### config.mk
export PLATFORM = sky130hd
export DESIGN_NAME = par_remap
export DESIGN_NICKNAME = d
export VERILOG_FILES = /design/src/shared/par_pkg.sv /design/src/rtl/par_range_cmp.sv /design/src/rtl/par_remap.sv
export SDC_FILE = /design/constraint.sdc
export NUM_CORES = 2
export LEC_CHECK = 0
export BUFFER_PORTS_ARGS = -buffer_cell sky130_fd_sc_hd__clkbuf_2
export CORE_AREA = 2 2 425 427
export CTS_CLUSTER_DIAMETER = 120
export CTS_CLUSTER_SIZE = 10
export DETAILED_ROUTE_END_ITERATION = 7
export DIE_AREA = 0 0 427 429
export GPL_TIMING_DRIVEN = 0
export PLACE_DENSITY = 0.31
export SYNTH_ARGS = -nofsm -noshare
export SYNTH_HDL_FRONTEND = slang
export SYNTH_SLANG_ARGS = --single-unit
export TNS_END_PERCENT = 100
### constraint.sdc
create_clock -name sys_clk_i -period 4 [get_ports sys_clk_i]
set_input_delay 0.6 -clock sys_clk_i [delete_from_list [all_inputs] [get_ports sys_clk_i]]
set_output_delay 0.6 -clock sys_clk_i [all_outputs]
set_load 0.02 [all_outputs]
### src/shared/par_pkg.sv
// Constants for the address remapping stage between the mesh and the controller path.
// Assumes one system clock; controller range bounds are supplied by software as plain ports, fixed window bounds are constants here.
package par_pkg;
  localparam int unsigned NCTRL      = 4;
  localparam int unsigned AW         = 56;
  localparam int unsigned NATIVE_W52 = 52;
  localparam int unsigned NATIVE_W48 = 48;
  localparam int unsigned TAG_LO_52  = 52;
  localparam int unsigned TAG_LO_48  = 48;
  localparam int unsigned TR_LO_BIT  = 32;
  localparam int unsigned TR_HI_52   = 51;
  localparam int unsigned TR_HI_48   = 47;
  localparam int unsigned TR_SET_BIT = 31;
  // Fixed windows of the controller path.
  localparam logic [AW-1:0] CFG_BASE  = 56'h00_0010_2000_0000;
  localparam logic [AW-1:0] CFG_LAST  = 56'h00_0010_4FFF_FFFF;
  localparam logic [AW-1:0] LOW_BASE  = 56'h00_0000_6000_0000;
  localparam logic [AW-1:0] LOW_LAST  = 56'h00_0000_7FFF_FFFF;
  localparam logic [AW-1:0] HIGH_BASE = 56'h00_0040_0000_0000;
  localparam logic [AW-1:0] HIGH_LAST = 56'h00_0080_7FFF_FFFF;
  typedef enum logic [1:0] {
    PAR_WIN_NONE,
    PAR_WIN_CFG,
    PAR_WIN_LOW,
    PAR_WIN_HIGH
  } par_win_t;
endpackage

### src/rtl/par_range_cmp.sv
// One controller's range comparators: main window and high-to-low translation window.
// Assumes bounds are stable while requests flow; all inputs are on sys_clk_i.
`timescale 1ns/10ps
module par_range_cmp #(
  parameter int unsigned AW = par_pkg::AW
) (
  input  wire logic [AW-1:0] addr_i,     // Incoming address
  input  wire logic [AW-1:0] base_i,     // Main range base
  input  wire logic [AW-1:0] limit_i,    // Main range limit, inclusive
  input  wire logic          tr_en_i,    // Translation range enable
  input  wire logic [AW-1:0] tr_base_i,  // Translation range base
  input  wire logic [AW-1:0] tr_limit_i, // Translation range limit, inclusive
  output logic               hit_o,      // Address lies in main range
  output logic               tr_hit_o    // Address lies in translation range
);
  assign hit_o    = (addr_i >= base_i) && (addr_i <= limit_i);
  assign tr_hit_o = tr_en_i && (addr_i >= tr_base_i) && (addr_i <= tr_limit_i);
endmodule

### src/rtl/par_remap.sv
// Address remapping stage: tags and optionally translates mesh requests per controller.
// Assumes all inputs are on sys_clk_i and ranges are programmed before traffic starts.
//
// Notes on behaviour
// [RULE_01] Software steers config, low and high windows to the right home node.
// [RULE_02] Each of four controllers has a programmable base and limit range.
// [RULE_03] Every address is compared to all ranges; hits are modified and forwarded.
// [RULE_04] Wide mesh: quad0 sets bit 55, quad1 54, octal 53, sixteen 52.
// [RULE_05] Narrow mesh: quad0 sets bit 51, quad1 50, octal 49, sixteen 48.
// [RULE_06] Translation hit clears bits 51/47 down to 32 and sets bit 31.
// [RULE_07] Tag bits are dropped before the address reaches the chosen controller.
// [RULE_08] Config windows from 0x10_2000_0000 through 0x10_4FFF_FFFF are decoded.
// [RULE_09] High window 0x40_0000_0000 to 0x80_7FFF_FFFF is prefetchable, translatable.
// [RULE_10] Low window 0x00_6000_0000 to 0x00_7FFF_FFFF is non-prefetchable memory.
// [RULE_11] No hit forwards unchanged; several hits choose the lowest controller.
`timescale 1ns/10ps
module par_remap #(
  parameter int unsigned NCTRL = par_pkg::NCTRL,
  parameter int unsigned AW    = par_pkg::AW
) (
  input  wire logic                sys_clk_i,      // System clock
  input  wire logic                reset_n_i,      // Synchronous reset, active low
  input  wire logic                clk_en_i,       // Freezes all state while low unless reset is asserted
  input  wire logic                wide_mode_i,    // High selects 52-bit mesh, low 48-bit
  input  wire logic [NCTRL*AW-1:0] base_i,         // Per-controller range bases
  input  wire logic [NCTRL*AW-1:0] limit_i,        // Per-controller range limits
  input  wire logic [NCTRL-1:0]    tr_en_i,        // Per-controller translation enables
  input  wire logic [NCTRL*AW-1:0] tr_base_i,      // Per-controller translation bases
  input  wire logic [NCTRL*AW-1:0] tr_limit_i,     // Per-controller translation limits
  input  wire logic                req_valid_i,    // Mesh request valid
  input  wire logic [AW-1:0]       req_addr_i,     // Mesh request address
  output logic                     fwd_valid_o,    // Request to noncoherent interconnect
  output logic [AW-1:0]            fwd_addr_o,     // Tagged or translated address
  output logic                     fwd_hit_o,      // A controller range matched
  output logic                     fwd_prefetch_o, // Target is prefetchable space
  output logic [1:0]               fwd_window_o,   // Fixed window class of the request
  output logic [NCTRL-1:0]         ctrl_valid_o,   // Per-controller delivery strobe
  output logic [AW-1:0]            ctrl_addr_o     // Address seen by the controller
);
  logic [NCTRL-1:0] hit_w;
  logic [NCTRL-1:0] tr_hit_w;
  logic [NCTRL-1:0] win_w;
  logic             any_hit_w;
  logic             sel_tr_w;
  logic [AW-1:0]    xlat_w;
  logic [AW-1:0]    tag_w;
  logic [AW-1:0]    mod_w;
  logic [AW-1:0]    strip_w;
  par_pkg::par_win_t win_cls_w;
  logic             in_cfg_w;
  logic             in_low_w;
  logic             in_high_w;

  logic              valid_q;
  logic [AW-1:0]     addr_q;
  logic              hit_q;
  logic              pref_q;
  logic [1:0]        win_q;
  logic [NCTRL-1:0]  cv_q;
  logic [AW-1:0]     caddr_q;

  genvar g;
  generate
    for (g = 0; g < NCTRL; g++) begin : g_cmp
      par_range_cmp #(.AW(AW)) u_cmp (
        .addr_i     (req_addr_i),
        .base_i     (base_i[g*AW +: AW]),
        .limit_i    (limit_i[g*AW +: AW]),
        .tr_en_i    (tr_en_i[g]),
        .tr_base_i  (tr_base_i[g*AW +: AW]),
        .tr_limit_i (tr_limit_i[g*AW +: AW]),
        .hit_o      (hit_w[g]),           // RULE_02
        .tr_hit_o   (tr_hit_w[g])
      );
    end
  endgenerate

  // Lowest-numbered controller wins, so one tag bit at most is ever set.
  function automatic logic [NCTRL-1:0] first_one(input logic [NCTRL-1:0] v);
    logic [NCTRL-1:0] r;
    r = '0;
    for (int i = NCTRL - 1; i >= 0; i--) begin
      if (v[i]) begin
        r = '0;
        r[i] = 1'b1;
      end
    end
    return r;
  endfunction

  // Clears the upper address field and sets the low-4GB marker bit.
  function automatic logic [AW-1:0] to_low(input logic [AW-1:0] a, input logic wide);
    logic [AW-1:0] r;
    r = a;
    for (int b = par_pkg::TR_LO_BIT; b <= par_pkg::TR_HI_52; b++) begin
      if (wide || b <= par_pkg::TR_HI_48) begin
        r[b] = 1'b0;
      end
    end
    r[par_pkg::TR_SET_BIT] = 1'b1;
    return r;
  endfunction

  // Tag bit for controller k sits at the top of the tag nibble, counting downward.
  function automatic logic [AW-1:0] tag_of(input logic [NCTRL-1:0] w, input logic wide);
    logic [AW-1:0] r;
    int unsigned   lo;
    r  = '0;
    lo = wide ? par_pkg::TAG_LO_52 : par_pkg::TAG_LO_48;
    for (int k = 0; k < NCTRL; k++) begin
      if (w[k]) begin
        r[lo + NCTRL - 1 - k] = 1'b1;
      end
    end
    return r;
  endfunction

  assign any_hit_w = |hit_w;                                     // RULE_03
  assign win_w     = first_one(hit_w);                           // RULE_11
  assign sel_tr_w  = |(win_w & tr_hit_w);                        // RULE_06
  assign xlat_w    = sel_tr_w ? to_low(req_addr_i, wide_mode_i) : req_addr_i; // RULE_06
  assign tag_w     = tag_of(win_w, wide_mode_i);                 // RULE_04 RULE_05
  // Bits at and above the native width are cleared before tagging, then tag is ORed in.
  assign strip_w   = wide_mode_i ? (xlat_w & ~({AW{1'b1}} << par_pkg::NATIVE_W52))
                                 : (xlat_w & ~({AW{1'b1}} << par_pkg::NATIVE_W48)); // RULE_07
  assign mod_w     = any_hit_w ? (strip_w | tag_w) : req_addr_i; // RULE_11

  // Window class only informs the downstream attribute path; it does not block a hit.
  assign in_cfg_w  = (req_addr_i >= par_pkg::CFG_BASE) && (req_addr_i <= par_pkg::CFG_LAST); // RULE_08
  assign in_low_w  = (req_addr_i >= par_pkg::LOW_BASE) && (req_addr_i <= par_pkg::LOW_LAST); // RULE_10
  assign in_high_w = (req_addr_i >= par_pkg::HIGH_BASE) && (req_addr_i <= par_pkg::HIGH_LAST);
  assign win_cls_w = in_cfg_w  ? par_pkg::PAR_WIN_CFG  :
                     in_low_w  ? par_pkg::PAR_WIN_LOW  :
                     in_high_w ? par_pkg::PAR_WIN_HIGH :
                                 par_pkg::PAR_WIN_NONE;

  always_ff @(posedge sys_clk_i) begin
    if (!reset_n_i) begin
      valid_q <= 1'b0;
      addr_q  <= '0;
      hit_q   <= 1'b0;
      pref_q  <= 1'b0;
      win_q   <= par_pkg::PAR_WIN_NONE;
      cv_q    <= '0;
      caddr_q <= '0;
    end else if (clk_en_i) begin
      valid_q <= req_valid_i;                                     // RULE_03
      addr_q  <= mod_w;
      hit_q   <= req_valid_i && any_hit_w;
      // High window stays prefetchable unless carved into the low 4GB.
      pref_q  <= (win_cls_w == par_pkg::PAR_WIN_HIGH) && !sel_tr_w; // RULE_09
      win_q   <= win_cls_w;
      cv_q    <= req_valid_i ? win_w : '0;
      caddr_q <= strip_w;                                         // RULE_07
    end
  end

  assign fwd_valid_o    = valid_q;
  assign fwd_addr_o     = addr_q;
  assign fwd_hit_o      = hit_q;
  assign fwd_prefetch_o = pref_q;
  assign fwd_window_o   = win_q;
  assign ctrl_valid_o   = cv_q;
  assign ctrl_addr_o    = caddr_q;
endmodule

---- Word-level counts from Yosys, hierarchy flattened ----
Index checks and enable logic that the tools add are counted.
cells by class
  reductions and logical operators ........ 24
  equal/unequal tests ..................... 1
  $lt $le $gt $ge ......................... 30
  bitwise logic cells ..................... 5
  add/sub/neg operators ................... 5
  muxes and demuxes ....................... 28
operators with widths
  operator                                                                            number
  56-bit >= comparator                                                                8
  56-bit less-or-equal comparator                                                     8
  56-bit two-way mux                                                                  5
  56-bit OR                                                                           3
  32-bit by 1-bit >= comparator with 1-bit output, second input constant              4
  32-bit by 7-bit < comparator with 1-bit output, second input constant               4
  52-bit two-way mux                                                                  2
  56-bit by 31-bit >= comparator with 1-bit output, second input constant             1
  56-bit by 37-bit >= comparator with 1-bit output, second input constant             1
  56-bit by 39-bit >= comparator with 1-bit output, second input constant             1
  56-bit by 31-bit less-or-equal comparator with 1-bit output, second input constant  1
  56-bit by 37-bit less-or-equal comparator with 1-bit output, second input constant  1
  56-bit by 40-bit less-or-equal comparator with 1-bit output, second input constant  1
  52-bit by 56-bit OR with 56-bit output                                              1
  32-bit by 1-bit subtractor with 32-bit output, second input constant                1
  32-bit by 2-bit subtractor with 32-bit output, second input constant                1
  1-bit demux with 6-bit select                                                       4
  1-bit logical AND                                                                   21
  4-bit two-way mux                                                                   5
  8-bit by 3-bit subtractor with 9-bit output, second input constant                  1
  1-bit two-way mux                                                                   8
  4-bit OR reduction                                                                  2
  7-bit by 1-bit subtractor with 8-bit output, second input constant                  1
  6-bit by 3-bit adder with 7-bit output, second input constant                       1
  5 further kinds                                                                     7
word-level totals
  logic and storage cells ................. 100
  bits of input ports ..................... 961
  register bits after elaboration ......... 121
  output and inout port bits .............. 121

---- Depth between registers and ports, before layout ----
  depth after elaboration ................. 16
  mapped depth ............................ 14
  mapped depth without buffers ............ 13

---- Modules after synthesis ----
A second synthesis with hierarchy kept.
second synthesis, totals
  cell total of the unflattened synthesis .. 3507
  area total of the unflattened synthesis .. 25887.3 um2
by module, submodules not included
  module         cells an instance  sequential area each (um2)  area an instance (um2)  instances
  par_range_cmp  792                0.0                         5579.1                  4
  par_remap      339                1721.7                      3570.9                  1

---- Least setup slack after synthesis ----
No wires, ideal clock.
  path kind ............................... input to register
  from .................................... in req_addr_i[0]
  to ...................................... reg caddr_q[32], in the netlist ctrl_addr_o[32]
  buffers on the path ..................... 1
  arrival time ............................ 3.580 ns
  setup time .............................. 0.058 ns
  stages .................................. 14
  slack ................................... 0.362 ns
  data required time ...................... 3.942 ns
  cells stage by stage .................... inv_1 -> ha_1 -> nor2b_1 -> o21ai_0 -> a21oi_1 -> o41ai_1 -> o311a_1 -> o41ai_1 -> a22oi_1 -> a41oi_1 -> a22oi_1 -> nor4_4 -> buf_6 -> a22o_2
on the way
  word-level cells in the longest chain between the ends .. 10
  elaborated cells between the ends (all ways) .. 36
  those cells by class .................... 16 x order compare; 6 x mux; 1 x bitwise; 13 x reduce/logical
RTL lines
  what                                                                     RTL line             text
  start, declared                                                          par_remap.sv:31      input wire logic [AW-1:0] req_addr_i,
  56-bit >= comparator or 56-bit less-or-equal comparator (tied branches)  par_range_cmp.sv:16  assign hit_o = (addr_i >= base_i) && (addr_i <= limit_i);
  1-bit logical AND                                                        par_range_cmp.sv:16
  4-bit two-way mux (4 in a row)                                           par_remap.sv:83      if (v[i]) begin
  4-bit bitwise AND *                                                      par_remap.sv:120     assign sel_tr_w = |(win_w & tr_hit_w);
  4-bit OR reduction *                                                     par_remap.sv:120
  52-bit two-way mux *                                                     par_remap.sv:121     assign xlat_w = sel_tr_w ? to_low(req_addr_i, wide_mode_i) : req_addr_i;
  52-bit two-way mux *                                                     par_remap.sv:124     assign strip_w = wide_mode_i ? (xlat_w & ~({AW{1'b1}} << par_pkg::NATIVE_W52))
  end signal, assigned                                                     par_remap.sv:154     caddr_q <= strip_w;
  end, declared                                                            par_remap.sv:60      logic [AW-1:0] caddr_q;
Every way passes the cells marked *; elsewhere a longest branch is shown, timed or not.
A chain may end at the register's enable or synchronous reset.

---- Worst setup path after layout ----
  from .................................... in req_addr_i[0]
  to ...................................... reg caddr_q[46], in the netlist ctrl_addr_o[46]
The elaborated chain is that of the path after synthesis.

==> results.toml <==
[sta]
final.min_clock_period_ns = 4.22
worst_slack_ns = -0.216
skew_ns = 0
rsz0062_at_grt = "yes"
max_freq_mhz = 237
finalCritPeriodShare_pct = 105
hold_ws_ns = 0.461
worst_slew_pin_slew_ns = 1.25
setup_viol = 40
final_hold_viol_count = 0
final-max-slew-violation-count = 0
final.setup.tns_ns = -7.05
max_slew_margin_pct = 15.9

[setup_path]
worstPathRequired_ns = 4.37
crit_type = "input pin to flop"
max_stage_delay_ns = 0.41
cp-end-kind = "flop"
path_max_fanout = 10
worstPathBufferInverterCount = 8
crit_top_cell = "buf_4"
cpMaxStageDelayCell = "nor4b_4"
start_kind = "input pin"
cp.arrival_ns = 4.58
crit_chain = "clkbuf_16 > clkinvlp_4 > buf_4 > buf_4 > buf_4 > ha_1 > nand2b_1 > a21oi_1 > o21ai_0 > a31oi_2 > a21oi_4 > nor4b_4 > a311oi_4 > buf_12 > a41oi_1 > a22oi_2 > nor4_4 > buf_12 > buf_6 > a22o_2"
cp_top_family = "compound AO/OA/AOI/OAI gates"

[layout]
area_growth_pct = 39.3
seqCellArea_sq_um = 1720
multi_input_area_sq_um = 20800
post-route-cell-area_sq_um = 35800
instances_no_fill = 6975
fin_util_pct = 20.1
fill_cells = 20629
drive_gt1_share_pct = 27.9
fin_nets = 6448

[global_routing]
grt_overflow_total = 0
grt_max_degree = 23
grt_pass1_vias = 29907
grt_pass1_wl_um = 236000
antenna_found_initial = 61
grtUsageTotal_pct = 18.7

[synth]
synth_edf_count = 0
synth_area_sq_um = 25700
synth_ff_type = "dfxtp_1"
synth_cell_types = 66
async_reset_ff_share_pct = 0
ys.warnings.count = 0
yosysSeqAreaShare_pct = 6.70
ys_ff_latch = 86
synth_cells = 3458
syn_avg_cell_area_sq_um = 7.43

[die]
io_pins = 1082
start_util_pct = 14.4
fp.dieArea_sq_um = 183000
die_x_um = 427
core_sq_um = 178000
die_y_um = 429
rows = 155

[detailed_routing]
drcViolationCount = 0
drt-initial-drc-count = 1029
wl_per_cell_um = 25.4
drt-pass1-iter-count = 4
via_count = 28696
routed_wl_um = 177000
ant_nets = 0
avgViaCountPerCell = 4.11

[power_and_ir_drop]
seqPwrFrac_pct = 16.9
p_comb_share_pct = 64.9
peakVddDrop_mv = 0.234
p_per_area_nw_per_um2 = 158
p_total_mw = 5.65
power_switching_mw = 2.78
p_clk_share_pct = 18.2
p_sw_share_pct = 49.2
p_int_mw = 2.87
power.leakage_nw = 21.4

[run_status]
status = "finished with violations"
violations = "setup timing"

[placed_design]
placed_area_sq_um = 34200
dp_cells = 6906
io_buffers = 1076
gp_congestion = 0.838
post-dp-hpwl_um = 151000
dp_slack_ns = -3.39

[cts]
path_clk_slew_ns = 0.09
cts_buffers = 9
cts_buffer_depth = 2
clock_sinks = 86
cts_tree = "built"
htree_levels = 3
cts_root_buffer = "clkbuf_16"
clk_latency_ns = 0.42

[flow_run]
max_cap_violations = 0

[min_path]
min_path_type = "input pin to flop"
## placed cells by master, fill, tap and decap left out, drive strengths merged, types with 19 or more instances in the layout
cell	synthesis	routed
clkbuf	16	1096
inv	898	900
ha	896	896
a21oi	318	318
nand4	193	193
a21o	187	187
nand2	157	157
nor2	123	123
o21ai	120	120
dfxtp	86	86
buf	38	85
nand3	66	66
a22o	34	34
nor4	33	33
mux2i	32	32
a211oi	30	30
nor3	29	29
diode	0	24
nor2b	21	21
o211ai	19	19
## flip-flops by register name, summed over array words and instances, names as in the netlist
register        flops
fwd_addr_o         56
ctrl_addr_o        21
ctrl_valid_o        4
fwd_window_o        2
fwd_hit_o           1
fwd_prefetch_o      1
fwd_valid_o         1
## worst register-to-register path: cells and delay by family (launching register included)
family / cells / cell delay (ns)
flip-flops: 1 / 0.57
multiplexers: 1 / 0.13
AND/OR/NAND/NOR: 1 / 0.11
## worst paths after layout
path | start | end | slack, ns | cells after the start
setup reg to reg | fwd_addr_o[30] | fwd_addr_o[30] | 3.13 | 2
hold reg to reg | ctrl_valid_o[0] | ctrl_valid_o[0] | 0.47 | 2
hold / removal | req_addr_i[0] | fwd_addr_o[0] | 0.46 | 3
setup / recovery | req_addr_i[0] | ctrl_addr_o[46] | -0.22 | 20
## logic make-up after synthesis
kind of cell | share of synthesized area (%)
flip-flops | 6.70
other | 0.0146
AND/OR/NAND/NOR | 13.3
adder cells (fa/ha/maj) | 43.7
AO/OA/AOI/OAI | 20.6
multiplexers | 1.25
buffers and inverters | 14.5
## power groups by stage
stage / clock [mW] / sequential [mW] / combinational [mW]
final: 1.03 / 0.958 / 3.67
after global placement: 0 / 0.977 / 3.53
after floorplan: 0 / 1.03 / 1.75
after CTS: 1.12 / 0.959 / 3.75
after detailed placement: 0 / 0.979 / 3.56
after global routing: 1.12 / 0.966 / 4.14
## cell usage after synthesis (all sizes together), types with 4 or more instances
| master | number | area [sq um] |
|---|---|---|
| inv | 898 | 3370 |
| ha | 896 | 11200 |
| a21oi | 318 | 1590 |
| nand4 | 193 | 1210 |
| a21o | 187 | 1400 |
| nand2 | 157 | 589 |
| nor2 | 123 | 462 |
| o21ai | 120 | 601 |
| dfxtp | 86 | 1720 |
| nand3 | 66 | 330 |
| buf | 38 | 297 |
| a22o | 34 | 337 |
| nor4 | 33 | 228 |
| mux2i | 32 | 320 |
| a211oi | 30 | 225 |
| nor3 | 29 | 156 |
| nor2b | 21 | 131 |
| o211ai | 19 | 143 |
| a31oi | 16 | 100 |
| clkbuf | 16 | 60.1 |
| a221oi | 14 | 123 |
| nand2b | 12 | 75.1 |
| a2111oi | 9 | 78.8 |
| o21bai | 9 | 67.6 |
| and4 | 8 | 72.6 |
| o31ai | 8 | 60.1 |
| o21a | 7 | 52.6 |
| a22oi | 6 | 45.0 |
| a211o | 5 | 43.8 |
| nand3b | 5 | 37.5 |
| o221ai | 5 | 43.8 |
| o41ai | 5 | 43.8 |
| a21boi | 4 | 30.0 |
| a32o | 4 | 40.0 |
| a32oi | 4 | 35.0 |
| or2 | 4 | 25.0 |
| or3 | 4 | 25.0 |
## final cells by class
cell class,count,share of cell area [%]
multi-input combinational,2423,58.0
clock buffer,9,0.630
sequential,86,4.81
inverter,898,9.44
tap,2355,8.24
clock inverter,7,0.213
antenna,24,0.168
buffer,54,1.05
timing repair buffer,1119,17.4
## routing by layer
layer  vias up  global-route usage, %  part of all wire [%]
li1      14396                      -                     -
met1     13327                   20.4                    39
met2       764                   36.6                    54
met3       163                   3.33                   4.5
met4        46                   4.65                   2.4
met5         -                      0                  0.16
## timing repair
item                       4_1_cts  5_1_grt
cloned                           1        0
pin swaps                       38       19
setup endpoints to repair       52       50
gates resized for setup        173       15
hold buffers                     0        0
hold endpoints to repair         0        0
buffers inserted                32        5
Power figures use the tool's default switching activity.
